`src/rtl/ccr_pkg.sv`:
```
// package of constants and types for the core configuration register
`default_nettype none

package ccr_pkg;

  // ==========================================================================
  // register location in the coprocessor space
  // ==========================================================================
  localparam logic [4:0] CCR_REG_NUM = 5'h10;   // coprocessor register number
  localparam logic [2:0] CCR_REG_SEL = 3'h0;    // select within that number

  // ==========================================================================
  // field positions inside the 32-bit word
  // ==========================================================================
  localparam int POS_SECOND_REG     = 31;       // second register present
  localparam int POS_INSTR_SCRATCH  = 24;       // instruction scratch pad
  localparam int POS_DATA_SCRATCH   = 23;       // data scratch pad
  localparam int POS_USER_INSTR_EXT = 22;       // user instruction extension
  localparam int POS_SIMPLE_BYTE_EN = 21;       // simple byte enables only
  localparam int POS_MULDIV         = 20;       // multiply/divide unit kind
  localparam int POS_MERGE_LO       = 17;       // write merge mode, 2 bits
  localparam int POS_BURST          = 16;       // burst order
  localparam int POS_ENDIAN         = 15;       // endian select
  localparam int POS_ARCH_TYPE_LO   = 13;       // architecture type, 2 bits
  localparam int POS_ARCH_REV_LO    = 10;       // architecture revision, 3 bits
  localparam int POS_MEM_MGMT_LO    = 7;        // memory management type, 3 bits
  localparam int POS_POLICY_LO      = 0;        // cache policy, 3 bits

  // ==========================================================================
  // fixed field values
  // ==========================================================================
  localparam logic       VAL_SECOND_REG     = 1'h1;  // second register exists
  localparam logic       VAL_INSTR_SCRATCH  = 1'h0;  // not implemented
  localparam logic       VAL_DATA_SCRATCH   = 1'h0;  // not implemented
  localparam logic       VAL_USER_INSTR_EXT = 1'h0;  // no extensions
  localparam logic       VAL_SIMPLE_BYTE_EN = 1'h1;  // simple byte enables only
  localparam logic       VAL_MULDIV         = 1'h0;  // fast multiply/divide unit
  localparam logic [1:0] VAL_MERGE          = 2'h2;  // merging allowed
  localparam logic       VAL_BURST          = 1'h0;  // sequential bursts
  localparam logic       VAL_ENDIAN         = 1'h0;  // little endian
  localparam logic [1:0] VAL_ARCH_TYPE      = 2'h0;  // base 32-bit architecture
  localparam logic [2:0] VAL_ARCH_REV       = 3'h1;  // release two
  localparam logic [2:0] VAL_MEM_MGMT       = 3'h1;  // translation buffer unit

  // whole word after reset, used by checks
  localparam logic [31:0] CCR_RESET_WORD = 32'h8024_0482;

  // ==========================================================================
  // cache policy codes
  // ==========================================================================
  typedef enum logic [2:0] {
    CCR_WT_NOALLOC = 3'h0,   // write-through, no write allocate
    CCR_WT_ALLOC   = 3'h1,   // write-through, write allocate
    CCR_UNCACHED   = 3'h2,   // uncached
    CCR_WB_ALLOC   = 3'h3    // write-back, write allocate
  } ccr_policy_type;

  // value of the policy field after reset
  localparam logic [2:0] POLICY_RESET = 3'h2;

  // ==========================================================================
  // carriers
  // ==========================================================================
  // coprocessor move request
  typedef struct packed {
    logic        rdEn;      // move-from strobe
    logic        wrEn;      // move-to strobe
    logic [4:0]  regNum;    // register number
    logic [2:0]  regSel;    // select
    logic [31:0] wrData;    // move-to data
  } ccr_cp0_req_type;

  // decoded kernel segment attributes
  typedef struct packed {
    logic cacheable;        // accesses may hit a cache
    logic writeBack;        // write-back rather than write-through
    logic writeAlloc;       // allocate on write miss
  } ccr_attr_type;

endpackage : ccr_pkg

`default_nettype wire

```
`src/rtl/ccr_policy_map.sv`:
```
// folding of unused policy codes and attribute decode
`default_nettype none

module ccr_policy_map
(
  // raw code
  input  wire logic [2:0]          code,
  // folded code and its attributes
  output logic [2:0]               folded,
  output ccr_pkg::ccr_attr_type    attr
);

  // ==========================================================================
  // fold unused codes onto uncached
  // ==========================================================================
  function automatic logic [2:0] foldCode(input logic [2:0] c);
    if (c[2])
    begin
      foldCode = ccr_pkg::CCR_UNCACHED;
    end
    else
    begin
      foldCode = c;
    end
  endfunction : foldCode

  // ==========================================================================
  // attribute decode of the folded code
  // ==========================================================================
  always_comb
  begin
    folded = foldCode(code);
    attr   = '0;
    case (folded)
      ccr_pkg::CCR_WB_ALLOC:
      begin
        attr = '{cacheable: 1'b1, writeBack: 1'b1, writeAlloc: 1'b1};
      end
      ccr_pkg::CCR_WT_ALLOC:
      begin
        attr = '{cacheable: 1'b1, writeBack: 1'b0, writeAlloc: 1'b1};
      end
      ccr_pkg::CCR_WT_NOALLOC:
      begin
        attr = '{cacheable: 1'b1, writeBack: 1'b0, writeAlloc: 1'b0};
      end
      default:
      begin
        attr = '0;                      // uncached
      end
    endcase
  end

endmodule : ccr_policy_map

`default_nettype wire

```
`src/rtl/ccr_word_pack.sv`:
```
// assembly of the read word from fixed facts and the policy field
`default_nettype none

module ccr_word_pack
(
  // writable field
  input  wire logic [2:0]  policy,
  // assembled word
  output logic [31:0]      word
);

  // ==========================================================================
  // word assembly, unlisted bits stay zero
  // ==========================================================================
  always_comb
  begin
    word = '0;
    word[ccr_pkg::POS_SECOND_REG]     = ccr_pkg::VAL_SECOND_REG;
    word[ccr_pkg::POS_INSTR_SCRATCH]  = ccr_pkg::VAL_INSTR_SCRATCH;
    word[ccr_pkg::POS_DATA_SCRATCH]   = ccr_pkg::VAL_DATA_SCRATCH;
    word[ccr_pkg::POS_USER_INSTR_EXT] = ccr_pkg::VAL_USER_INSTR_EXT;
    word[ccr_pkg::POS_SIMPLE_BYTE_EN] = ccr_pkg::VAL_SIMPLE_BYTE_EN;
    word[ccr_pkg::POS_MULDIV]         = ccr_pkg::VAL_MULDIV;
    word[ccr_pkg::POS_MERGE_LO +: 2]  = ccr_pkg::VAL_MERGE;
    word[ccr_pkg::POS_BURST]          = ccr_pkg::VAL_BURST;
    word[ccr_pkg::POS_ENDIAN]         = ccr_pkg::VAL_ENDIAN;
    word[ccr_pkg::POS_ARCH_TYPE_LO +: 2] = ccr_pkg::VAL_ARCH_TYPE;
    word[ccr_pkg::POS_ARCH_REV_LO +: 3]  = ccr_pkg::VAL_ARCH_REV;
    word[ccr_pkg::POS_MEM_MGMT_LO +: 3]  = ccr_pkg::VAL_MEM_MGMT;
    word[ccr_pkg::POS_POLICY_LO +: 3]    = policy;
  end

endmodule : ccr_word_pack

`default_nettype wire

```
`src/rtl/ccr_core_config.sv`:
```
// core configuration register reached by coprocessor moves
//
// Summary of operation
// - top bit always reads one, unwritable
// - unimplemented bits always read zero
// - three-bit writable cache policy field, bits 2-0
// - unused policy codes fold onto uncached
// - simple byte-enable bit reads one
// - write merge field reads binary 10
// - burst order bit reads zero, sequential
// - little endian, type 00, revision 001
// - memory management type reads 001
// - both scratch-pad bits read zero
// - user instruction extension bit reads zero
// - multiply/divide unit bit reads zero
`default_nettype none

module ccr_core_config
(
  // clock and reset
  input  wire logic                     clk_sys,
  input  wire logic                     nrst,
  // coprocessor move request
  input  wire ccr_pkg::ccr_cp0_req_type cp0Req,
  // move-from answer
  output logic [31:0]                   rdData,
  output logic                          rdValid,
  // kernel segment policy in force
  output logic [2:0]                    kernelSegmentCachePolicy,
  output logic                          kseg0Cacheable,
  output logic                          kseg0WriteBack,
  output logic                          kseg0WriteAlloc
);

  // ==========================================================================
  // declarations
  // ==========================================================================
  logic [2:0]            policy;            // stored policy field
  logic [2:0]            next_policy;       // its next value
  logic [31:0]           next_rdData;       // next answer word
  logic                  next_rdValid;      // next answer strobe
  logic                  next_cacheable;    // next attribute outputs
  logic                  next_writeBack;
  logic                  next_writeAlloc;
  logic                  regHit;            // request names this register
  logic                  rdHit;             // move-from of this register
  logic                  wrHit;             // move-to of this register
  logic [2:0]            foldedWrite;       // write data after folding
  logic [31:0]           packedWord;        // assembled read word
  ccr_pkg::ccr_attr_type nextAttr;          // attributes of next policy

  // ==========================================================================
  // address match
  // ==========================================================================
  // true when number and select point at this register
  function automatic logic matchReg(input logic [4:0] num, input logic [2:0] sel);
    matchReg = (num == ccr_pkg::CCR_REG_NUM) && (sel == ccr_pkg::CCR_REG_SEL);
  endfunction : matchReg

  // decode of the two strobes
  always_comb
  begin
    regHit = matchReg(cp0Req.regNum, cp0Req.regSel);
    rdHit  = cp0Req.rdEn && regHit;
    wrHit  = cp0Req.wrEn && regHit;
  end

  // ==========================================================================
  // helpers
  // ==========================================================================
  // folds the incoming write data
  // folding on the way in means software reads back the code in force,
  // not the unused code that it wrote
  ccr_policy_map u_fold
  (
    .code   (cp0Req.wrData[ccr_pkg::POS_POLICY_LO +: 3]),
    .folded (foldedWrite),
    .attr   ()
  );

  // decodes the attributes of the policy about to be stored
  ccr_policy_map u_attr
  (
    .code   (next_policy),
    .folded (),
    .attr   (nextAttr)
  );

  // builds the read word from the stored policy
  ccr_word_pack u_pack
  (
    .policy (policy),
    .word   (packedWord)
  );

  // ==========================================================================
  // next values
  // ==========================================================================
  always_comb
  begin
    // hold by default
    next_policy = policy;
    // only the policy bits of a move-to are kept
    if (wrHit)
    begin
      next_policy = foldedWrite;
    end
    // answer a move-from with the word before any same-cycle write
    next_rdValid = rdHit;
    if (rdHit)
    begin
      next_rdData = packedWord;
    end
    else
    begin
      next_rdData = '0;                   // idle bus reads zero
    end
  end

  // attribute group, kept apart from the field so that the decoder that
  // reads next_policy never feeds back into the process that drives it
  always_comb
  begin
    next_cacheable  = nextAttr.cacheable;
    next_writeBack  = nextAttr.writeBack;
    next_writeAlloc = nextAttr.writeAlloc;
  end

  // ==========================================================================
  // registers
  // ==========================================================================
  // attribute outputs leave from flops, never from the decoder itself
  always_ff @(posedge clk_sys)
  begin
    if (!nrst)
    begin
      // reset: uncached, no answer pending
      policy          <= ccr_pkg::POLICY_RESET;
      rdData          <= '0;
      rdValid         <= 1'b0;
      kseg0Cacheable  <= 1'b0;
      kseg0WriteBack  <= 1'b0;
      kseg0WriteAlloc <= 1'b0;
    end
    else
    begin
      // normal update
      policy          <= next_policy;
      rdData          <= next_rdData;
      rdValid         <= next_rdValid;
      kseg0Cacheable  <= next_cacheable;
      kseg0WriteBack  <= next_writeBack;
      kseg0WriteAlloc <= next_writeAlloc;
    end
  end

  // policy in force is the stored field
  assign kernelSegmentCachePolicy = policy;

  // ==========================================================================
  // checks
  // ==========================================================================
  // field checks are gated by rdValid: rdData is forced to zero between
  // answers and would otherwise look like all facts cleared
  // top bit of every answer is one
  a_second_reg_bit:
    assert property (@(posedge clk_sys) disable iff (!nrst)
      rdValid |-> rdData[31] == 1'b1)
    else $error("top bit of configuration answer not one");

  // unimplemented bits read zero
  a_unimpl_bits_zero:
    assert property (@(posedge clk_sys) disable iff (!nrst)
      rdValid |-> (rdData[30:25] == 6'h00) && !rdData[19] && (rdData[6:3] == 4'h0))
    else $error("unimplemented bits not zero");

  // answer carries the field held when the read was taken
  a_policy_readback:
    assert property (@(posedge clk_sys) disable iff (!nrst)
      rdValid |-> rdData[2:0] == $past(policy))
    else $error("policy field readback wrong");

  // legal codes are stored as written
  a_legal_code_stored:
    assert property (@(posedge clk_sys) disable iff (!nrst)
      (wrHit && !cp0Req.wrData[2]) |=> policy == $past(cp0Req.wrData[2:0]))
    else $error("legal policy code not stored");

  // unused codes land on uncached and the attributes follow
  a_unused_code_fold:
    assert property (@(posedge clk_sys) disable iff (!nrst)
      (wrHit && cp0Req.wrData[2]) |=> (policy == 3'h2) && !kseg0Cacheable)
    else $error("unused policy code not folded to uncached");

  // attributes always agree with the policy in force
  a_attr_consistent:
    assert property (@(posedge clk_sys) disable iff (!nrst)
      (kseg0Cacheable == (policy != 3'h2)) && (kseg0WriteBack == (policy == 3'h3))
      && (kseg0WriteAlloc == (policy == 3'h3 || policy == 3'h1)))
    else $error("kernel segment attributes disagree with policy");

  // bus-facing facts: byte enables, unit kind, extensions, scratch pads
  a_unit_facts:
    assert property (@(posedge clk_sys) disable iff (!nrst)
      rdValid |-> rdData[24:20] == 5'h02)
    else $error("unit presence bits wrong");

  // merge, burst and endian facts
  a_bus_style_facts:
    assert property (@(posedge clk_sys) disable iff (!nrst)
      rdValid |-> (rdData[18:17] == 2'h2) && !rdData[16] && !rdData[15])
    else $error("merge, burst or endian bits wrong");

  // architecture and memory management facts
  a_arch_facts:
    assert property (@(posedge clk_sys) disable iff (!nrst)
      rdValid |-> (rdData[14:13] == 2'h0) && (rdData[12:10] == 3'h1)
      && (rdData[9:7] == 3'h1))
    else $error("architecture or memory management bits wrong");

  // whole read-only part never moves, even right after a write
  a_read_only_hold:
    assert property (@(posedge clk_sys) disable iff (!nrst)
      (wrHit ##1 rdValid) |-> rdData[31:3] == ccr_pkg::CCR_RESET_WORD[31:3])
    else $error("read-only part changed by a write");

  // field holds when nothing writes it
  a_policy_stable:
    assert property (@(posedge clk_sys) disable iff (!nrst)
      !wrHit |=> $stable(policy))
    else $error("policy changed without a write");

  // one answer per move-from, one cycle later, none otherwise
  a_read_latency:
    assert property (@(posedge clk_sys) disable iff (!nrst)
      rdHit |=> rdValid ##1 (rdValid == $past(rdHit)))
    else $error("answer strobe timing wrong");

  // neither scratch pad is reported
  a_scratch_pads_absent:
    assert property (@(posedge clk_sys) disable iff (!nrst)
      rdValid |-> !rdData[24] && !rdData[23])
    else $error("scratch pad bits not zero");

  // no user instruction extension is reported
  a_user_ext_absent:
    assert property (@(posedge clk_sys) disable iff (!nrst)
      rdValid |-> !rdData[22])
    else $error("user instruction extension bit not zero");

  // fast multiply/divide unit is reported
  a_muldiv_kind_zero:
    assert property (@(posedge clk_sys) disable iff (!nrst)
      rdValid |-> !rdData[20])
    else $error("multiply/divide unit bit not zero");

  // simple byte enables only
  a_simple_byte_en:
    assert property (@(posedge clk_sys) disable iff (!nrst)
      rdValid |-> rdData[21])
    else $error("simple byte enable bit not one");

  // write merging is allowed
  a_merge_allowed:
    assert property (@(posedge clk_sys) disable iff (!nrst)
      rdValid |-> rdData[18:17] == 2'h2)
    else $error("merge mode bits wrong");

  // bursts run in sequential order
  a_burst_sequential:
    assert property (@(posedge clk_sys) disable iff (!nrst)
      rdValid |-> !rdData[16])
    else $error("burst order bit not zero");

  // little endian is reported
  a_endian_little:
    assert property (@(posedge clk_sys) disable iff (!nrst)
      rdValid |-> !rdData[15])
    else $error("endian bit not zero");

  // translation buffer memory management is reported
  a_mem_mgmt_type:
    assert property (@(posedge clk_sys) disable iff (!nrst)
      rdValid |-> rdData[9:7] == 3'h1)
    else $error("memory management type wrong");

  // an unused code is never the policy in force
  a_policy_never_unused:
    assert property (@(posedge clk_sys) disable iff (!nrst)
      !kernelSegmentCachePolicy[2])
    else $error("unused policy code in force");

  // a write on its own gives no answer
  a_write_no_answer:
    assert property (@(posedge clk_sys) disable iff (!nrst)
      (wrHit && !rdHit) |=> !rdValid)
    else $error("answer strobe after a write");

  // answer bus reads zero between answers
  a_idle_data_zero:
    assert property (@(posedge clk_sys) disable iff (!nrst)
      !rdValid |-> rdData == 32'h0000_0000)
    else $error("answer word not zero while idle");

endmodule : ccr_core_config

`default_nettype wire

```
`config.mk`:
```
export PLATFORM = sky130hd
export DESIGN_NAME = ccr_core_config
export DESIGN_NICKNAME = d
export VERILOG_FILES = /design/src/rtl/ccr_pkg.sv /design/src/rtl/ccr_policy_map.sv /design/src/rtl/ccr_word_pack.sv /design/src/rtl/ccr_core_config.sv
export SDC_FILE = /design/constraint.sdc
export NUM_CORES = 1
export LEC_CHECK = 0
export ABC_AREA = 1
export ABC_CLOCK_PERIOD_IN_PS = 1100
export BUFFER_PORTS_ARGS = -buffer_cell sky130_fd_sc_hd__buf_4
export CELL_PAD_IN_SITES_DETAIL_PLACEMENT = 0
export CELL_PAD_IN_SITES_GLOBAL_PLACEMENT = 1
export CORE_MARGIN = 2
export CORE_UTILIZATION = 18
export DETAILED_ROUTE_END_ITERATION = 16
export GPL_ROUTABILITY_DRIVEN = 0
export PLACE_DENSITY_LB_ADDON = 0.2
export SYNTH_ARGS = -nofsm -noshare
export SYNTH_HDL_FRONTEND = slang
export SYNTH_SLANG_ARGS = --single-unit
```
`constraint.sdc`:
```
create_clock -name clk_sys -period 1.1 [get_ports clk_sys]
set_clock_uncertainty 0.15 [all_clocks]
set_input_delay 0.055 -clock clk_sys [delete_from_list [all_inputs] [get_ports clk_sys]]
set_output_delay 0.055 -clock clk_sys [all_outputs]
set_load 0.05 [all_outputs]
```
==> results.yml <==
run_status:
  status: "finished, violations left"
  violations: "negative hold slack"
clock_network:
  cts.sinks: 10
  clk_transition_reported_paths_ns: 0.06
  cts_hold_buf: 3
  clkLatencyLatePin_ns: 0.26
  postCtsSetupRepairBufs: 0
  cts_resized: 0
  htreeDepth: 1
  clockBufferDepth: 2
  cts-root-buf: "clkbuf_4"
  cts_tree: "built"
  cts_buffers: 3
yosys:
  syn-cell-area_um2: 634
  ys_ff_latch: 10
  yosysWarnings: 0
  ys_seq_area_frac: 0.316
  synthAdderAreaFrac: 0
  syn-instance-count: 83
  synthSimpleGateAreaFrac: 0.256
  synth_cell_types: 12
  avgSynthCellArea_um2: 7.64
  synth_top_family_by_area: "buffers and inverters"
  muxShareOfSynthArea: 0
  synth_xor_area_frac: 0
  synth-compound-area-share: 0.00789
timing:
  fin_crit_ns: 1.04
  fmax_mhz: 963
  hold_viol_final: 1
  setup_violations: 0
  rsz0062_at_grt: "false"
  tns_ns: 0
  whs_ns: -0.0466
  period_share: 0.944
  drv_slew: 0
worst_setup_path:
  end_kind: "output port"
  slowest_stage: "dfxtp_2"
  critPathKind: "reg -> out"
  startpoint: "rdData[21]$_SDFF_PN0_"
  cp-start-kind: "flip-flop"
  regToRegStartpoint: "kernelSegmentCachePolicy[1]$_SDFF_PN1_"
  cp.buffers_inverters: 1
  cp_cell_sequence: "buf_4"
  cp_slowest_stage_delay_ns: 0.37
  reg2reg_slack_ns: 0.20
  critPathTopFamily: "flip-flops"
  path_max_fanout: 6
  crit_required_ns: 0.89
  arrival_ns: 0.83
routing:
  route.vias.total: 493
  via_per_inst: 3.12
  drc: 0
  antenna_left: 0
  dr.pass1.iters: 2
  wl_mm: 1.15
  wl_per_cell_um: 7.25
  drt_iter0_markers: 5
finish:
  diodes: 0
  n_fill_cell: 398
  final-seq-area_um2: 205
  drive_above_1_share: 0.429
  multi_input_area_um2: 258
  area_growth_pct: 31.8
  final_cells: 158
  final_nets: 158
floorplan:
  fp.dieH_um: 63.4
  initial_core_util: 0.189
  core_area_um2: 3360
  dieArea_um2: 4020
  rows: 21
  fp.dieW_um: 63.4
  boundaryPins: 83
pwr:
  leakagePower_nw: 0.465
  p_int_uw: 535
  swShare: 0.377
  combPwrFrac: 0.297
  sequentialPowerShare: 0.422
  p_clk_frac: 0.281
  p_switching_uw: 323
  peakVddDrop_uv: 210
  power.density_nw_per_um2: 1030
global_route:
  grt_pass1_wl_mm: 1.78
  antenna_found_initial: 0
  grt_overflow: 0
  grt_max_degree: 7
  track_usage: 0.0583
  grt_pass1_vias: 440
worst_hold_path:
  holdCritPathClass: "in -> reg"
  hold_start: "cp0Req[2]"
run:
  max-cap-violations: 0
place:
  numPortBuffers: 29
  dp_hpwl_um: 953
  dp.cells: 152
==> power by group through the flow <==
stage                     registers [mW]  clock network, mW  logic, mW
after global routing               0.362              0.264      0.266
after floorplan                    0.371                  0      0.263
after CTS                          0.362              0.247      0.254
after detailed placement           0.370                  0      0.245
after global placement             0.370                  0      0.244
final                              0.362              0.241      0.254
==> sequential cells by signal (all words and copies together), names as in the netlist <==
register and count:
kseg0Cacheable 1, kernelSegmentCachePolicy 3, rdData 4, kseg0WriteBack 1, kseg0WriteAlloc 1
==> final timing paths <==
kind / to / depth (start not counted)
setup reg to reg: kseg0Cacheable$_SDFF_PN0_ / 5
setup / recovery: rdData[31] / 1
hold / removal: kernelSegmentCachePolicy[0]$_SDFF_PN0_ / 4
hold reg to reg: rdData[0]$_SDFF_PN0_ / 2
==> cell usage after synthesis <==
master,instances,area (µm²)
a21oi_1,1,5.00
buf_4,29,218
conb_1,1,3.75
dfxtp_1,10,200
inv_1,12,45.0
nand2_1,7,26.3
nand2_2,4,25.0
nand3_1,3,15.0
nand3_2,3,30.0
nor2_1,8,30.0
nor2_2,4,25.0
nor2_4,1,11.3
==> cell families after synthesis <==
| group | Yosys count |
|---|---|
| buffers and inverters | 41 |
| and+or+nand+nor | 30 |
| DFF | 10 |
| other | 1 |
| AOI/OAI and AO/OA | 1 |
==> final cells by class <==
cell class | instances | share of cell area
repair buffers | 32 | 0.296
multi-input cells | 55 | 0.308
flip-flops and latches | 10 | 0.246
inverters | 12 | 0.0539
clock buffers | 3 | 0.0269
well taps | 46 | 0.0689
==> layer usage <==
metal | track usage | share of wire | vias to the layer above
met1 | 0.0512 | 0.34 | 211
met3 | 0.0179 | 0.098 | 2
li1 | - | - | 250
met4 | 0.0408 | 0.017 | 0
met5 | 0 | 0 | -
met2 | 0.111 | 0.55 | 30
==> per-stage QoR <==
stage / total power, mW / area, µm² / worst slack, ns / util
2_1_floorplan: 0.634 / 726 / 0.0386 / -
3_3_place_gp: 0.615 / 783 / 0.0228 / 0.233
3_5_place_dp: 0.615 / 783 / 0.0155 / 0.233
4_1_cts: 0.862 / 836 / 0.0493 / 0.249
5_1_grt: 0.892 / 836 / 0.0144 / 0.249
6_report: 0.857 / 836 / 0.0616 / 0.249
==> placed cells by master, fill, tap and decap left out <==
master and count:
nor2_4 1, nor2_1 8, inv_1 12, nand3_2 3
nand2_1 7, buf_4 29, clkbuf_4 3, conb_1 24
dlygate4sd3_1 3, nand3_1 3, nand2_2 4, dfxtp_2 4
a21oi_1 1, nor2_2 4, dfxtp_1 6
No activity file was read; power rests on OpenSTA's default activity.
